===== config.mk =====
export PLATFORM = sky130hd
export DESIGN_NAME = ifd_decoder
export DESIGN_NICKNAME = d
export VERILOG_FILES = /design/src/verilog/ifd_pkg.sv /design/src/verilog/ifd_field_split.sv /design/src/verilog/ifd_decoder.sv
export VERILOG_INCLUDE_DIRS = /design/src /design/src/verilog
export SDC_FILE = /design/constraint.sdc
export NUM_CORES = 1
export LEC_CHECK = 0
export ABC_AREA = 1
export BUFFER_PORTS_ARGS = -buffer_cell sky130_fd_sc_hd__buf_2
export CAP_MARGIN = 20
export CORE_AREA = 2 2 110 112
export DETAILED_ROUTE_END_ITERATION = 12
export DIE_AREA = 0 0 112 114
export PLACE_DENSITY = 0.76
export SLEW_MARGIN = 20
export SYNTH_ARGS = -nofsm -noshare
export SYNTH_HDL_FRONTEND = slang
export SYNTH_HIERARCHICAL = 1
export SYNTH_SLANG_ARGS = --single-unit

===== constraint.sdc =====
create_clock -name clk_i -period 4.5 [get_ports clk_i]
set_input_delay 0.9 -clock clk_i [delete_from_list [all_inputs] [get_ports clk_i]]
set_output_delay 0.9 -clock clk_i [all_outputs]
set_load 0.01 [all_outputs]

===== src/verilog/ifd_consts.svh =====
// constants for the instruction format and cycle timing decoder
`ifndef IFD_CONSTS_SVH
`define IFD_CONSTS_SVH
`define IFD_WORD_W 24
`define IFD_OPC_W 8
`define IFD_OPC_LSB 16
`define IFD_OPC_NOP 8'h00
`define IFD_OPC_JUMP 8'h04
`define IFD_OPC_CALL 8'h02
`define IFD_OPC_MOVD 8'hbe
`define IFD_OPC_BRANCH_COND_LO 8'h30
`define IFD_OPC_BRANCH_COND_HI 8'h36
`define IFD_OPC_BRANCH_UNC 8'h37
`define IFD_OPC_BRANCH_COMP 8'h01
`define IFD_OPC_WORK_LO 8'h08
`define IFD_OPC_IND 8'h06
`define IFD_OPC_RET 8'h06
`define IFD_OPC_TBL_LO 8'hba
`define IFD_OPC_TBL_HI 8'hbb
`define IFD_OPC_SKIP_LO 8'ha6
`define IFD_OPC_SKIP_HI 8'ha7
`define IFD_OPC_FILE_LO 8'h40
`define IFD_OPC_FILE_HI 8'h7f
`define IFD_OPC_BIT_LO 8'ha0
`define IFD_OPC_BIT_HI 8'haf
`define IFD_OPC_LIT_LO 8'hb0
`define IFD_OPC_LIT_HI 8'hb7
`define IFD_FLD_W 4
`define IFD_FILE_W 13
`define IFD_LIT_W 5
`define IFD_DEST_BIT 13
`endif


===== src/verilog/ifd_pkg.sv =====
// types for the instruction format and cycle timing decoder
package ifd_pkg;
	typedef enum logic [2:0] {
		IFD_CLS_NOP = 3'h0,
		IFD_CLS_WORK = 3'h1,
		IFD_CLS_FILE = 3'h2,
		IFD_CLS_BIT = 3'h3,
		IFD_CLS_LIT = 3'h4,
		IFD_CLS_CTRL = 3'h5
	} ifd_class_e;
	typedef enum logic [1:0] {
		IFD_ST_FIRST = 2'b00,
		IFD_ST_SECOND = 2'b01,
		IFD_ST_STALL = 2'b10
	} ifd_state_e;
endpackage : ifd_pkg


===== src/verilog/ifd_field_split.sv =====
// operand field extraction for one instruction word
`timescale 1ns/1ps
`include "ifd_consts.svh"
module ifd_field_split (
	input wire logic [23:0] word_i,
	output logic [7:0] opcode_o,
	output logic [3:0] base_src_reg_o,
	output logic [3:0] second_src_reg_o,
	output logic [3:0] dest_reg_o,
	output logic [12:0] file_addr_o,
	output logic dest_is_file_o,
	output logic [4:0] literal_o
);
	always_comb begin
		opcode_o = word_i[`IFD_OPC_LSB +: `IFD_OPC_W];
		base_src_reg_o = word_i[14:11];
		dest_reg_o = word_i[10:7];
		second_src_reg_o = word_i[3:0];
		file_addr_o = word_i[12:0];
		dest_is_file_o = word_i[`IFD_DEST_BIT];
		literal_o = word_i[8:4];
	end
endmodule : ifd_field_split


===== src/verilog/ifd_decoder.sv =====
// instruction word decoder with cycle timing
// Notes on behaviour
// - each single word is 24 bits; top 8 bits are the opcode.
// - exactly three instructions take two words; all others one word.
// - two-word instructions span 48 bits; second word top 8 bits zero.
// - a lone second word executes as a no-operation.
// - one cycle normally; two when a conditional branch finds its condition true.
// - branches, indirect jumps, table accesses and returns take extra cycles.
// - a taken skip costs two cycles, three over a two-word instruction.
// - every two-word instruction completes in two cycles.
// - working-register ops decode base, source and destination registers.
// - file-register ops decode file address and destination selector.
// - bit ops take bit position from literal or base register.
// - literal arithmetic takes base register and literal, optional destination.
`timescale 1ns/1ps
`include "ifd_consts.svh"
module ifd_decoder #(
	parameter int WORD_W = 24,
	parameter int TABLE_CYCLES = 2
) (
	input wire logic clk_i,
	input wire logic reset_i,
	input wire logic word_valid_i,
	input wire logic [23:0] word_i,
	input wire logic cond_true_i,
	input wire logic bit_from_reg_i,
	output logic word_ready_o,
	output logic issue_o,
	output logic [7:0] opcode_o,
	output ifd_pkg::ifd_class_e class_o,
	output logic [3:0] base_src_reg_o,
	output logic [3:0] second_src_reg_o,
	output logic [3:0] dest_reg_o,
	output logic [12:0] file_addr_o,
	output logic dest_is_default_work_reg_zero_o,
	output logic [4:0] literal_o,
	output logic bit_from_base_src_reg_o,
	output logic write_dest_o,
	output logic [1:0] cycles_o,
	output logic is_two_word_o,
	output logic [47:0] long_word_o,
	output logic nop_o,
	output logic bad_second_o
);
	// refuse parameter values that the fixed field layout cannot serve
	if (WORD_W != `IFD_WORD_W) begin : g_bad_word_w
		$error("ifd_decoder: word width must be 24");
	end
	if (TABLE_CYCLES < 2 || TABLE_CYCLES > 3) begin : g_bad_table
		$error("ifd_decoder: table cycles 2 or 3");
	end

	ifd_pkg::ifd_state_e state_q;
	logic [1:0] stall_q;
	logic [23:0] first_q;
	logic skip_pending_q;
	logic [7:0] opc;
	logic [3:0] f_base, f_src, f_dest;
	logic [12:0] f_file;
	logic f_destsel;
	logic [4:0] f_lit;

	ifd_field_split u_split (
		.word_i(word_i),
		.opcode_o(opc),
		.base_src_reg_o(f_base),
		.second_src_reg_o(f_src),
		.dest_reg_o(f_dest),
		.file_addr_o(f_file),
		.dest_is_file_o(f_destsel),
		.literal_o(f_lit)
	);

	function automatic logic is_two_word(input logic [7:0] op);
		is_two_word = (op == `IFD_OPC_JUMP) || (op == `IFD_OPC_CALL) ||
			(op == `IFD_OPC_MOVD);
	endfunction : is_two_word

	function automatic logic in_range(input logic [7:0] op, input logic [7:0] lo,
			input logic [7:0] hi);
		in_range = (op >= lo) && (op <= hi);
	endfunction : in_range

	logic accept;
	logic lone_second;
	logic [1:0] base_cycles;
	ifd_pkg::ifd_class_e cls;

	assign word_ready_o = (state_q != ifd_pkg::IFD_ST_STALL);
	assign accept = word_valid_i && word_ready_o;
	// a zero-opcode word outside the second slot is an orphan second word
	assign lone_second = (state_q == ifd_pkg::IFD_ST_FIRST) && (opc == `IFD_OPC_NOP);

	always_comb begin
		cls = ifd_pkg::IFD_CLS_CTRL;
		if (opc == `IFD_OPC_NOP) cls = ifd_pkg::IFD_CLS_NOP;
		else if (in_range(opc, `IFD_OPC_FILE_LO, `IFD_OPC_FILE_HI)) cls = ifd_pkg::IFD_CLS_FILE;
		else if (in_range(opc, `IFD_OPC_BIT_LO, `IFD_OPC_BIT_HI)) cls = ifd_pkg::IFD_CLS_BIT;
		else if (in_range(opc, `IFD_OPC_LIT_LO, `IFD_OPC_LIT_HI)) cls = ifd_pkg::IFD_CLS_LIT;
		else if (opc >= `IFD_OPC_WORK_LO) cls = ifd_pkg::IFD_CLS_WORK;
	end

	always_comb begin
		base_cycles = 2'd1;
		if (is_two_word(opc)) base_cycles = 2'd2;
		else if (opc == `IFD_OPC_BRANCH_UNC || opc == `IFD_OPC_BRANCH_COMP ||
				opc == `IFD_OPC_IND) base_cycles = 2'd2;
		else if (in_range(opc, `IFD_OPC_TBL_LO, `IFD_OPC_TBL_HI))
			base_cycles = TABLE_CYCLES[1:0];
		else if (in_range(opc, `IFD_OPC_BRANCH_COND_LO, `IFD_OPC_BRANCH_COND_HI) && cond_true_i)
			base_cycles = 2'd2;
	end

	// pipeline state: stalls model the extra no-operation cycles
	always_ff @(posedge clk_i or posedge reset_i) begin
		if (reset_i) begin
			state_q <= ifd_pkg::IFD_ST_FIRST;
			stall_q <= 2'd0;
		end else begin
			unique case (state_q)
				ifd_pkg::IFD_ST_FIRST: begin
					if (accept && !lone_second && !skip_pending_q) begin
						if (is_two_word(opc)) state_q <= ifd_pkg::IFD_ST_SECOND;
						else if (base_cycles > 2'd1) begin
							state_q <= ifd_pkg::IFD_ST_STALL;
							stall_q <= base_cycles - 2'd1;
						end
					end
				end
				ifd_pkg::IFD_ST_SECOND: begin
					if (accept) begin
						state_q <= ifd_pkg::IFD_ST_STALL;
						stall_q <= 2'd1;
					end
				end
				ifd_pkg::IFD_ST_STALL: begin
					if (stall_q <= 2'd1) state_q <= ifd_pkg::IFD_ST_FIRST;
					stall_q <= stall_q - 2'd1;
				end
				default: state_q <= ifd_pkg::IFD_ST_FIRST;
			endcase
		end
	end

	// skip bookkeeping: the skipped word and its second word both become nops
	logic skip_taken;
	assign skip_taken = (state_q == ifd_pkg::IFD_ST_FIRST) && accept && !skip_pending_q &&
		in_range(opc, `IFD_OPC_SKIP_LO, `IFD_OPC_SKIP_HI) && cond_true_i;

	always_ff @(posedge clk_i or posedge reset_i) begin
		if (reset_i) skip_pending_q <= 1'b0;
		else if (skip_taken) skip_pending_q <= 1'b1;
		else if (accept && state_q == ifd_pkg::IFD_ST_FIRST && skip_pending_q &&
				!is_two_word(opc)) skip_pending_q <= 1'b0;
		else if (accept && state_q == ifd_pkg::IFD_ST_SECOND) skip_pending_q <= 1'b0;
	end

	always_ff @(posedge clk_i or posedge reset_i) begin
		if (reset_i) first_q <= 24'h000000;
		else if (accept && state_q == ifd_pkg::IFD_ST_FIRST) first_q <= word_i;
	end

	// registered decode outputs
	always_ff @(posedge clk_i or posedge reset_i) begin
		if (reset_i) begin
			issue_o <= 1'b0;
			opcode_o <= 8'h00;
			class_o <= ifd_pkg::IFD_CLS_NOP;
			base_src_reg_o <= 4'h0;
			second_src_reg_o <= 4'h0;
			dest_reg_o <= 4'h0;
			file_addr_o <= 13'h0000;
			dest_is_default_work_reg_zero_o <= 1'b0;
			literal_o <= 5'h00;
			bit_from_base_src_reg_o <= 1'b0;
			write_dest_o <= 1'b0;
			cycles_o <= 2'd0;
			is_two_word_o <= 1'b0;
			long_word_o <= 48'h000000000000;
			nop_o <= 1'b0;
			bad_second_o <= 1'b0;
		end else begin
			issue_o <= 1'b0;
			bad_second_o <= 1'b0;
			if (accept && state_q == ifd_pkg::IFD_ST_FIRST) begin
				issue_o <= !is_two_word(opc) || skip_pending_q;
				opcode_o <= opc;
				class_o <= (lone_second || skip_pending_q) ? ifd_pkg::IFD_CLS_NOP : cls;
				nop_o <= lone_second || skip_pending_q;
				base_src_reg_o <= f_base;
				second_src_reg_o <= f_src;
				dest_reg_o <= f_dest;
				file_addr_o <= f_file;
				dest_is_default_work_reg_zero_o <= !f_destsel;
				literal_o <= f_lit;
				bit_from_base_src_reg_o <= (cls == ifd_pkg::IFD_CLS_BIT) && bit_from_reg_i;
				write_dest_o <= (cls != ifd_pkg::IFD_CLS_LIT) || (f_dest != f_base);
				// a word turned into a nop occupies exactly one cycle, whatever it encodes
				cycles_o <= (skip_taken || lone_second || skip_pending_q) ? 2'd1 :
					base_cycles;
				is_two_word_o <= 1'b0;
			end else if (accept && state_q == ifd_pkg::IFD_ST_SECOND) begin
				issue_o <= 1'b1;
				is_two_word_o <= 1'b1;
				long_word_o <= {first_q, word_i};
				cycles_o <= 2'd2;
				bad_second_o <= (opc != `IFD_OPC_NOP);
			end
		end
	end

	chk_stall_len: assert property (@(posedge clk_i) disable iff (reset_i)
		(state_q == ifd_pkg::IFD_ST_SECOND && accept) |=> !word_ready_o ##1 word_ready_o)
		else $error("two-word stall length wrong");
	chk_orphan_nop: assert property (@(posedge clk_i) disable iff (reset_i)
		(accept && lone_second) |=> nop_o && issue_o)
		else $error("orphan second word not a nop");
	chk_two_word_cycles: assert property (@(posedge clk_i) disable iff (reset_i)
		(is_two_word_o && issue_o) |-> cycles_o == 2'd2)
		else $error("two-word cycle count wrong");
	chk_single_cycle: assert property (@(posedge clk_i) disable iff (reset_i)
		(accept && state_q == ifd_pkg::IFD_ST_FIRST && base_cycles == 2'd1 &&
		!is_two_word(opc)) |=> word_ready_o)
		else $error("single-cycle word stalled");
	chk_branch_two: assert property (@(posedge clk_i) disable iff (reset_i)
		(accept && state_q == ifd_pkg::IFD_ST_FIRST && !skip_pending_q &&
		opc == `IFD_OPC_BRANCH_UNC) |=> !word_ready_o ##1 word_ready_o)
		else $error("unconditional branch not two cycles");
	chk_opcode_field: assert property (@(posedge clk_i) disable iff (reset_i)
		(accept && state_q == ifd_pkg::IFD_ST_FIRST) |=> opcode_o == $past(word_i[23:16]))
		else $error("opcode field mismatch");
	chk_skip_over: assert property (@(posedge clk_i) disable iff (reset_i)
		skip_taken |=> skip_pending_q)
		else $error("skip not recorded");
	chk_lit_dest: assert property (@(posedge clk_i) disable iff (reset_i)
		(issue_o && class_o == ifd_pkg::IFD_CLS_LIT && dest_reg_o == base_src_reg_o)
		|-> !write_dest_o)
		else $error("literal op wrote same register");
	chk_file_dest: assert property (@(posedge clk_i) disable iff (reset_i)
		(accept && state_q == ifd_pkg::IFD_ST_FIRST) |=>
		dest_is_default_work_reg_zero_o == !$past(word_i[13]))
		else $error("file destination selector wrong");
	chk_nop_one_cycle: assert property (@(posedge clk_i) disable iff (reset_i)
		(issue_o && nop_o) |-> cycles_o == 2'd1)
		else $error("nop word reported more than one cycle");
endmodule : ifd_decoder


-- Word-level counts from Yosys, hierarchy flattened
Index checks and enable logic that the tools add are counted.
- $add $sub $neg: 2
- magnitude comparators: 15
- eq/ne operators: 18
- multiplexer cells: 33
- bitwise operators: 1
- reduce and logical (&&, ||, !) cells: 41
- operators by type and width (kind ; count):
    $ge 8x8->1 const B ; 4
    $le 8x8->1 const B ; 4
    $mux 2 ; 16
    $logic_and 1x1->1 ; 19
    $mux 3 ; 6
    $eq 8x3->1 const B ; 2
    $ne 2x2->1 const B ; 6
    $pmux 2 s3 ; 2
    $logic_or 1x1->1 ; 9
    $mux 1 ; 9
    $eq 8x1->1 const B ; 1
    $eq 8x2->1 const B ; 1
    $eq 8x6->1 const B ; 1
    $eq 8x8->1 const B ; 1
    $ge 8x4->1 const B ; 1
    $ge 8x6->1 const B ; 1
    $ge 8x7->1 const B ; 1
    $le 8x6->1 const B ; 1
    $le 8x7->1 const B ; 1
    $logic_not 8->1 ; 1
    $reduce_bool 8->1 ; 1
    $ne 3x3->1 const B ; 2
    $reduce_bool 3->1 ; 2
    $reduce_and 5->1 ; 1
    other kinds (13) ; 17
- flip-flop bits (word level): 127
- output and inout port bits: 99
- word-level logic and storage cells: 130

-- Depth between registers and ports, before layout
- word-level depth: 12
- depth in mapped cells: 13
- gate-level depth less buffers: 12

-- Modules after synthesis
Netlist, hierarchy kept.
- modules (own cells, without submodules) (module ; times used ; cells an instance ; area an instance (um^2) ; sequential area each (um^2)):
    ifd_decoder ; 1 ; 600 ; 5372.7 ; 3178.0
    ifd_field_split ; 1 ; 39 ; 292.8 ; 0.0

-- Worst setup path before layout
No wires, ideal clock.
- kind: in2reg
- start: input word_i[22]
- end: register stall_q[0]
- library setup time: 116 ps
- arrival: 1842 ps
- data required time: 4384 ps
- setup slack: 2542 ps
- stages: 13
- buffers on the path: 1
- path through: buf_4 -> inv_1 -> nand2_1 -> nor2_1 -> nand2_1 -> o21ai_2 -> nand2_1 -> nand2_1 -> nor2_1 -> nand2_1 -> inv_1 -> nand2_1 -> nand2_1
- word-level cells in the longest chain between the ends: 12
- ends and longest elaborated chain (what ; line ; source):
    start, declared ; ifd_decoder.sv:24 ; input wire logic [23:0] word_i,
    $ge 8x6->1 or $le 8x6->1 (tied branches) ; ifd_decoder.sv:81 ; in_range = (op >= lo) && (op <= hi);
    $logic_and 1x1->1 ; ifd_decoder.sv:81 ;
    $logic_and 1x1->1 ; ifd_decoder.sv:110 ; else if (in_range(opc, `IFD_OPC_BRANCH_COND_LO, `IFD_OPC_BRANCH_COND_HI) && cond_true_i)
    $mux 2 ; ifd_decoder.sv:110 ;
    $mux 2 ; ifd_decoder.sv:108 ; else if (in_range(opc, `IFD_OPC_TBL_LO, `IFD_OPC_TBL_HI))
    $mux 2 ; ifd_decoder.sv:106 ; else if (opc == `IFD_OPC_BRANCH_UNC || opc == `IFD_OPC_BRANCH_COMP ||
    $mux 2 ; ifd_decoder.sv:105 ; if (is_two_word(opc)) base_cycles = 2'd2;
    $sub 2x1->2 ; ifd_decoder.sv:126 ; stall_q <= base_cycles - 2'd1;
    $mux 2 ; ifd_decoder.sv:124 ; else if (base_cycles > 2'd1) begin
    $mux 2 ; ifd_decoder.sv:123 ; if (is_two_word(opc)) state_q <= ifd_pkg::IFD_ST_SECOND;
    $mux 2 ; ifd_decoder.sv:122 ; if (accept && !lone_second && !skip_pending_q) begin
    $pmux 2 s3 ; ifd_decoder.sv:120 ; unique case (state_q)
    end signal, assigned ; ifd_decoder.sv:126 ;
    end signal, assigned ; ifd_decoder.sv:138 ; stall_q <= stall_q - 2'd1;
    end, declared ; ifd_decoder.sv:54 ; logic [1:0] stall_q;
Parallel ways exist; a longest one is shown, timed or not. The select of a mux whose other input is x is not followed.
A chain may end at the register's enable or synchronous reset.

-- Worst setup path in the final report
- start: register state_q[0]
- end: register long_word_o[2]
- word-level cells in the longest chain between the ends: 5
- ends and longest elaborated chain (what ; line ; source):
    start, declared ; ifd_decoder.sv:53 ; ifd_pkg::ifd_state_e state_q;
    start signal, assigned ; ifd_decoder.sv:117 ; state_q <= ifd_pkg::IFD_ST_FIRST;
    start signal, assigned ; ifd_decoder.sv:123 ;
    start signal, assigned ; ifd_decoder.sv:125 ; state_q <= ifd_pkg::IFD_ST_STALL;
    $ne 2x2->1 ; ifd_decoder.sv:89 ; assign word_ready_o = (state_q != ifd_pkg::IFD_ST_STALL);
    $logic_and 1x1->1 ; ifd_decoder.sv:90 ; assign accept = word_valid_i && word_ready_o;
    $logic_and 1x1->1 ; ifd_decoder.sv:185 ; if (accept && state_q == ifd_pkg::IFD_ST_FIRST) begin
    $not 1->1 (no line) ; n/a ;
    $reduce_and 2->1 (no line) * ; n/a ;
    end signal, assigned ; ifd_decoder.sv:205 ; long_word_o <= {first_q, word_i};
    end, declared ; ifd_decoder.sv:41 ; output logic [47:0] long_word_o,
Every way passes the cells marked *; elsewhere a longest branch is shown, timed or not.

==> flow_summary.yaml <==
run_status:
  outcome: "finished, final reports clean"
die:
  die_height_um: 114
  num_rows: 40
  floorplan.initialDensity_pct: 48.38
  dieWidth_um: 112
  top_level_ports: 128
  die-area_um2: 12770
  core_um2: 11710
sta:
  fin_skew_ns: 0.005173
  rsz_0062_raised_after_global_routing: "no"
  fin_setup_tns_ns: 0
  layout_worst_path_cycle_share_pct: 55.32
  fin_crit_ns: 2.490
  final-setup-viol-count: 0
  fmax_ghz: 0.4017
  finalMaxSlewViolations: 0
  layout_setup_ws_ns: 2.010
  hold_violations: 0
  relSlewSlack_pct: 36.08
  worst_pin_slew_ns: 0.9588
power:
  ir_drop_mv: 0.3748
  pwr_density_cell_nw_per_um2: 755.8
  total_leakage_power_nw: 3.733
synthesis:
  synth.top_cells.by_area: "sky130_fd_sc_hd__dfrtp_1, sky130_fd_sc_hd__nand2_1, sky130_fd_sc_hd__buf_4"
  postSynth.topFlopCell: "sky130_fd_sc_hd__dfrtp_1"
  netlist_area_before_placement_um2: 5665
  synth.cells.most_frequent: "sky130_fd_sc_hd__nand2_1, sky130_fd_sc_hd__dfrtp_1, sky130_fd_sc_hd__inv_1"
  ys_async_sr_fraction_pct: 100.0
  synthDominantAreaCellType: "sky130_fd_sc_hd__dfrtp_1"
  synthCells: 639
  yosys_warnings: 6
  postSynthAreaPerCell_um2: 8.866
  synth_seq_cells: 127
  number_of_synthesized_flops_with_an_enable_pin: 0
  mappedNetlistNets: 673
  yosysSeqAreaShare_pct: 56.10
  synth.distinct_cells: 27
  yosysTopAreaCellShare_pct: 56.10
  post-synth-top-count-cell: "sky130_fd_sc_hd__nand2_1"
clock_tree:
  cts_sinks: 127
  numCtsBuffers: 17
  clock-root-buffer: "sky130_fd_sc_hd__clkbuf_16"
  cts-htree-levels: 4
  cts_tree: "built"
  max_clock_buf_depth: 2
  ctsHoldBuffers: 0
  ctsResizeCount: 0
  clock_transition_at_the_registers_of_the_reported_paths_ns: 0.05
  clk-insertion-delay-late_ns: 0.41
  cts.repair_timing.setup_buffer_count: 0
final_layout:
  final_net_count: 759
  drive_above_1_share_pct: 26.32
  syn2layout_area_growth_pct: 18.40
  antennaDiodeCount: 0
  final_core_util_pct: 57.28
drt:
  totalWireLength_um: 12580
  detailedRoute.firstPassIterationCount: 5
  dr_total_vias: 4319
  drtAntennaViolNets: 0
  route.detailed.vias_per_inst: 4.886
  drt-wirelength-per-cell_um: 14.23
  detail_route.drc_violations: 0
  drt-initial-drc-count: 307
place:
  gp_routability_congestion: 0.8588
  pre_cts_slack_ns: 1.757
  dp_hpwl_um: 8638
  port_buffers: 127
global_route:
  grt_max_degree: 103
  antenna_found_initial: 0
  first_pass_grt_wire_length_um: 20620
  global_route.usage.total_pct: 20.52
  grt_overflow_total: 0
  grt_pass1_vias: 4138
critical_path:
  timing.critical_path.from_type: "flop"
  path_class: "reg -> reg"
  data_required_time_at_the_worst_endpoint_ns: 4.76
  worst_ep_arrival_time_ns: 2.75
  endpoint_kind: "flop"
  timing.critical_path.fanout_max: 73
min_path:
  holdCritPathClass: "reg -> reg"
job:
  cap_violations: 0
## worst max-delay path, cell delays in order, from the launching register on
cell and delay, ns:
sky130_fd_sc_hd__dfrtp_1 0.41, sky130_fd_sc_hd__inv_1 0.08, sky130_fd_sc_hd__ha_1 0.24, sky130_fd_sc_hd__nor2_2 0.19, sky130_fd_sc_hd__nand2_4 0.09, sky130_fd_sc_hd__inv_6 0.25
sky130_fd_sc_hd__nor2_8 0.09, sky130_fd_sc_hd__nor2_8 0.32, sky130_fd_sc_hd__inv_4 0.36, sky130_fd_sc_hd__nand2_1 0.19, sky130_fd_sc_hd__o21ai_2 0.07
## cell families (layout without fill, tap and decap cells)
family / Yosys count / count (layout) / synth area share, %
AOI/OAI and AO/OA: 78 / 78 / 8.856
xor gates and xnor gates: 4 / 4 / 0.6183
adders and majority gates: 5 / 5 / 1.104
buffers and inverters: 114 / 212 / 11.33
DFF: 127 / 127 / 56.10
and+or+nand+nor: 311 / 311 / 22.00
## layout make-up
cell class	instances	area (µm²)
flip-flops and latches	127	3178
inverters	52	205.2
clock buffers	22	474.2
repair buffers	129	663.1
fillers	1044	5004
multi-input cells	398	1846
clock inverters	9	157.7
well taps	147	183.9
## registers in the layout, indices dropped and copies added (netlist names), 2 cells and up
signal and flops:
literal_o 5, dest_reg_o 4, stall_q 2, long_word_o 48, cycles_o 2, file_addr_o 13, base_src_reg_o 4, second_src_reg_o 4
class_o 3, first_q 24, state_q 2, opcode_o 8
## stage by stage
stage	hold WS (ns)	cells	instance area (µm²)	power, W
finish	0.4705	884	6708	0.005070
global route	0.4968	884	6708	0.005422
CTS	0.4717	884	6708	0.005130
detailed placement	0.4566	853	6076	0.003646
global placement	0.4514	853	6076	0.003569
floorplan	0.4492	639	5665	0.003047
## per-layer routing
metal | vias to the layer above | global-route usage [%] | part of all wire [%]
met5 | - | 0 | 0
met3 | 14 | 6.748 | 7.3
met2 | 135 | 30.75 | 46
li1 | 2106 | - | -
met1 | 2064 | 28.14 | 45
met4 | 0 | 7.724 | 1.4
## path summary, 6_finish.rpt
| kind | start | slack, ns | to | depth (start not counted) |
|---|---|---|---|---|
| worst min register to register | long_word_o[39]$_DFFE_PP0P_ | 0.47 | long_word_o[39]$_DFFE_PP0P_ | 2 |
| worst min-delay path | long_word_o[39]$_DFFE_PP0P_ | 0.47 | long_word_o[39]$_DFFE_PP0P_ | 2 |
| min in group asynchronous | reset_i | 0.58 | long_word_o[35]$_DFFE_PP0P_ | 2 |
| worst max-delay path | state_q[0]$_DFFE_PP0P_ | 2.01 | long_word_o[2]$_DFFE_PP0P_ | 10 |
| max in group asynchronous | reset_i | 3.08 | cycles_o[1]$_DFFE_PP0P_ | 3 |
| worst max register to register | state_q[0]$_DFFE_PP0P_ | 2.01 | long_word_o[2]$_DFFE_PP0P_ | 10 |
## placed cells by master, fill, tap and decap left out, types with 2 or more instances in the layout
cell type / n
sky130_fd_sc_hd__o21ai_0: 46
sky130_fd_sc_hd__nand3_1: 8
sky130_fd_sc_hd__inv_1: 48
sky130_fd_sc_hd__ha_1: 5
sky130_fd_sc_hd__dfrtp_1: 127
sky130_fd_sc_hd__o21ai_2: 25
sky130_fd_sc_hd__nand4_1: 3
sky130_fd_sc_hd__nand2_1: 273
sky130_fd_sc_hd__clkbuf_16: 17
sky130_fd_sc_hd__nor2_8: 2
sky130_fd_sc_hd__bufinv_16: 4
sky130_fd_sc_hd__clkbuf_8: 3
sky130_fd_sc_hd__clkinv_4: 2
sky130_fd_sc_hd__clkinvlp_4: 2
sky130_fd_sc_hd__nor2_1: 19
sky130_fd_sc_hd__buf_2: 127
sky130_fd_sc_hd__clkbuf_1: 2
sky130_fd_sc_hd__nor2_2: 2
sky130_fd_sc_hd__xnor2_1: 4
sky130_fd_sc_hd__a21oi_1: 2
sky130_fd_sc_hd__nor2_4: 2
sky130_fd_sc_hd__inv_4: 2
sky130_fd_sc_hd__a32o_1: 2
## report_power, final
group | internal (W) | switching [W] | leakage [nW]
Combinational | 0.000628 | 0.00103 | 1.84
Clock | 0.000969 | 0.000484 | 0.302
Sequential | 0.00167 | 0.000292 | 1.59
(Power assumes the default switching activity.)
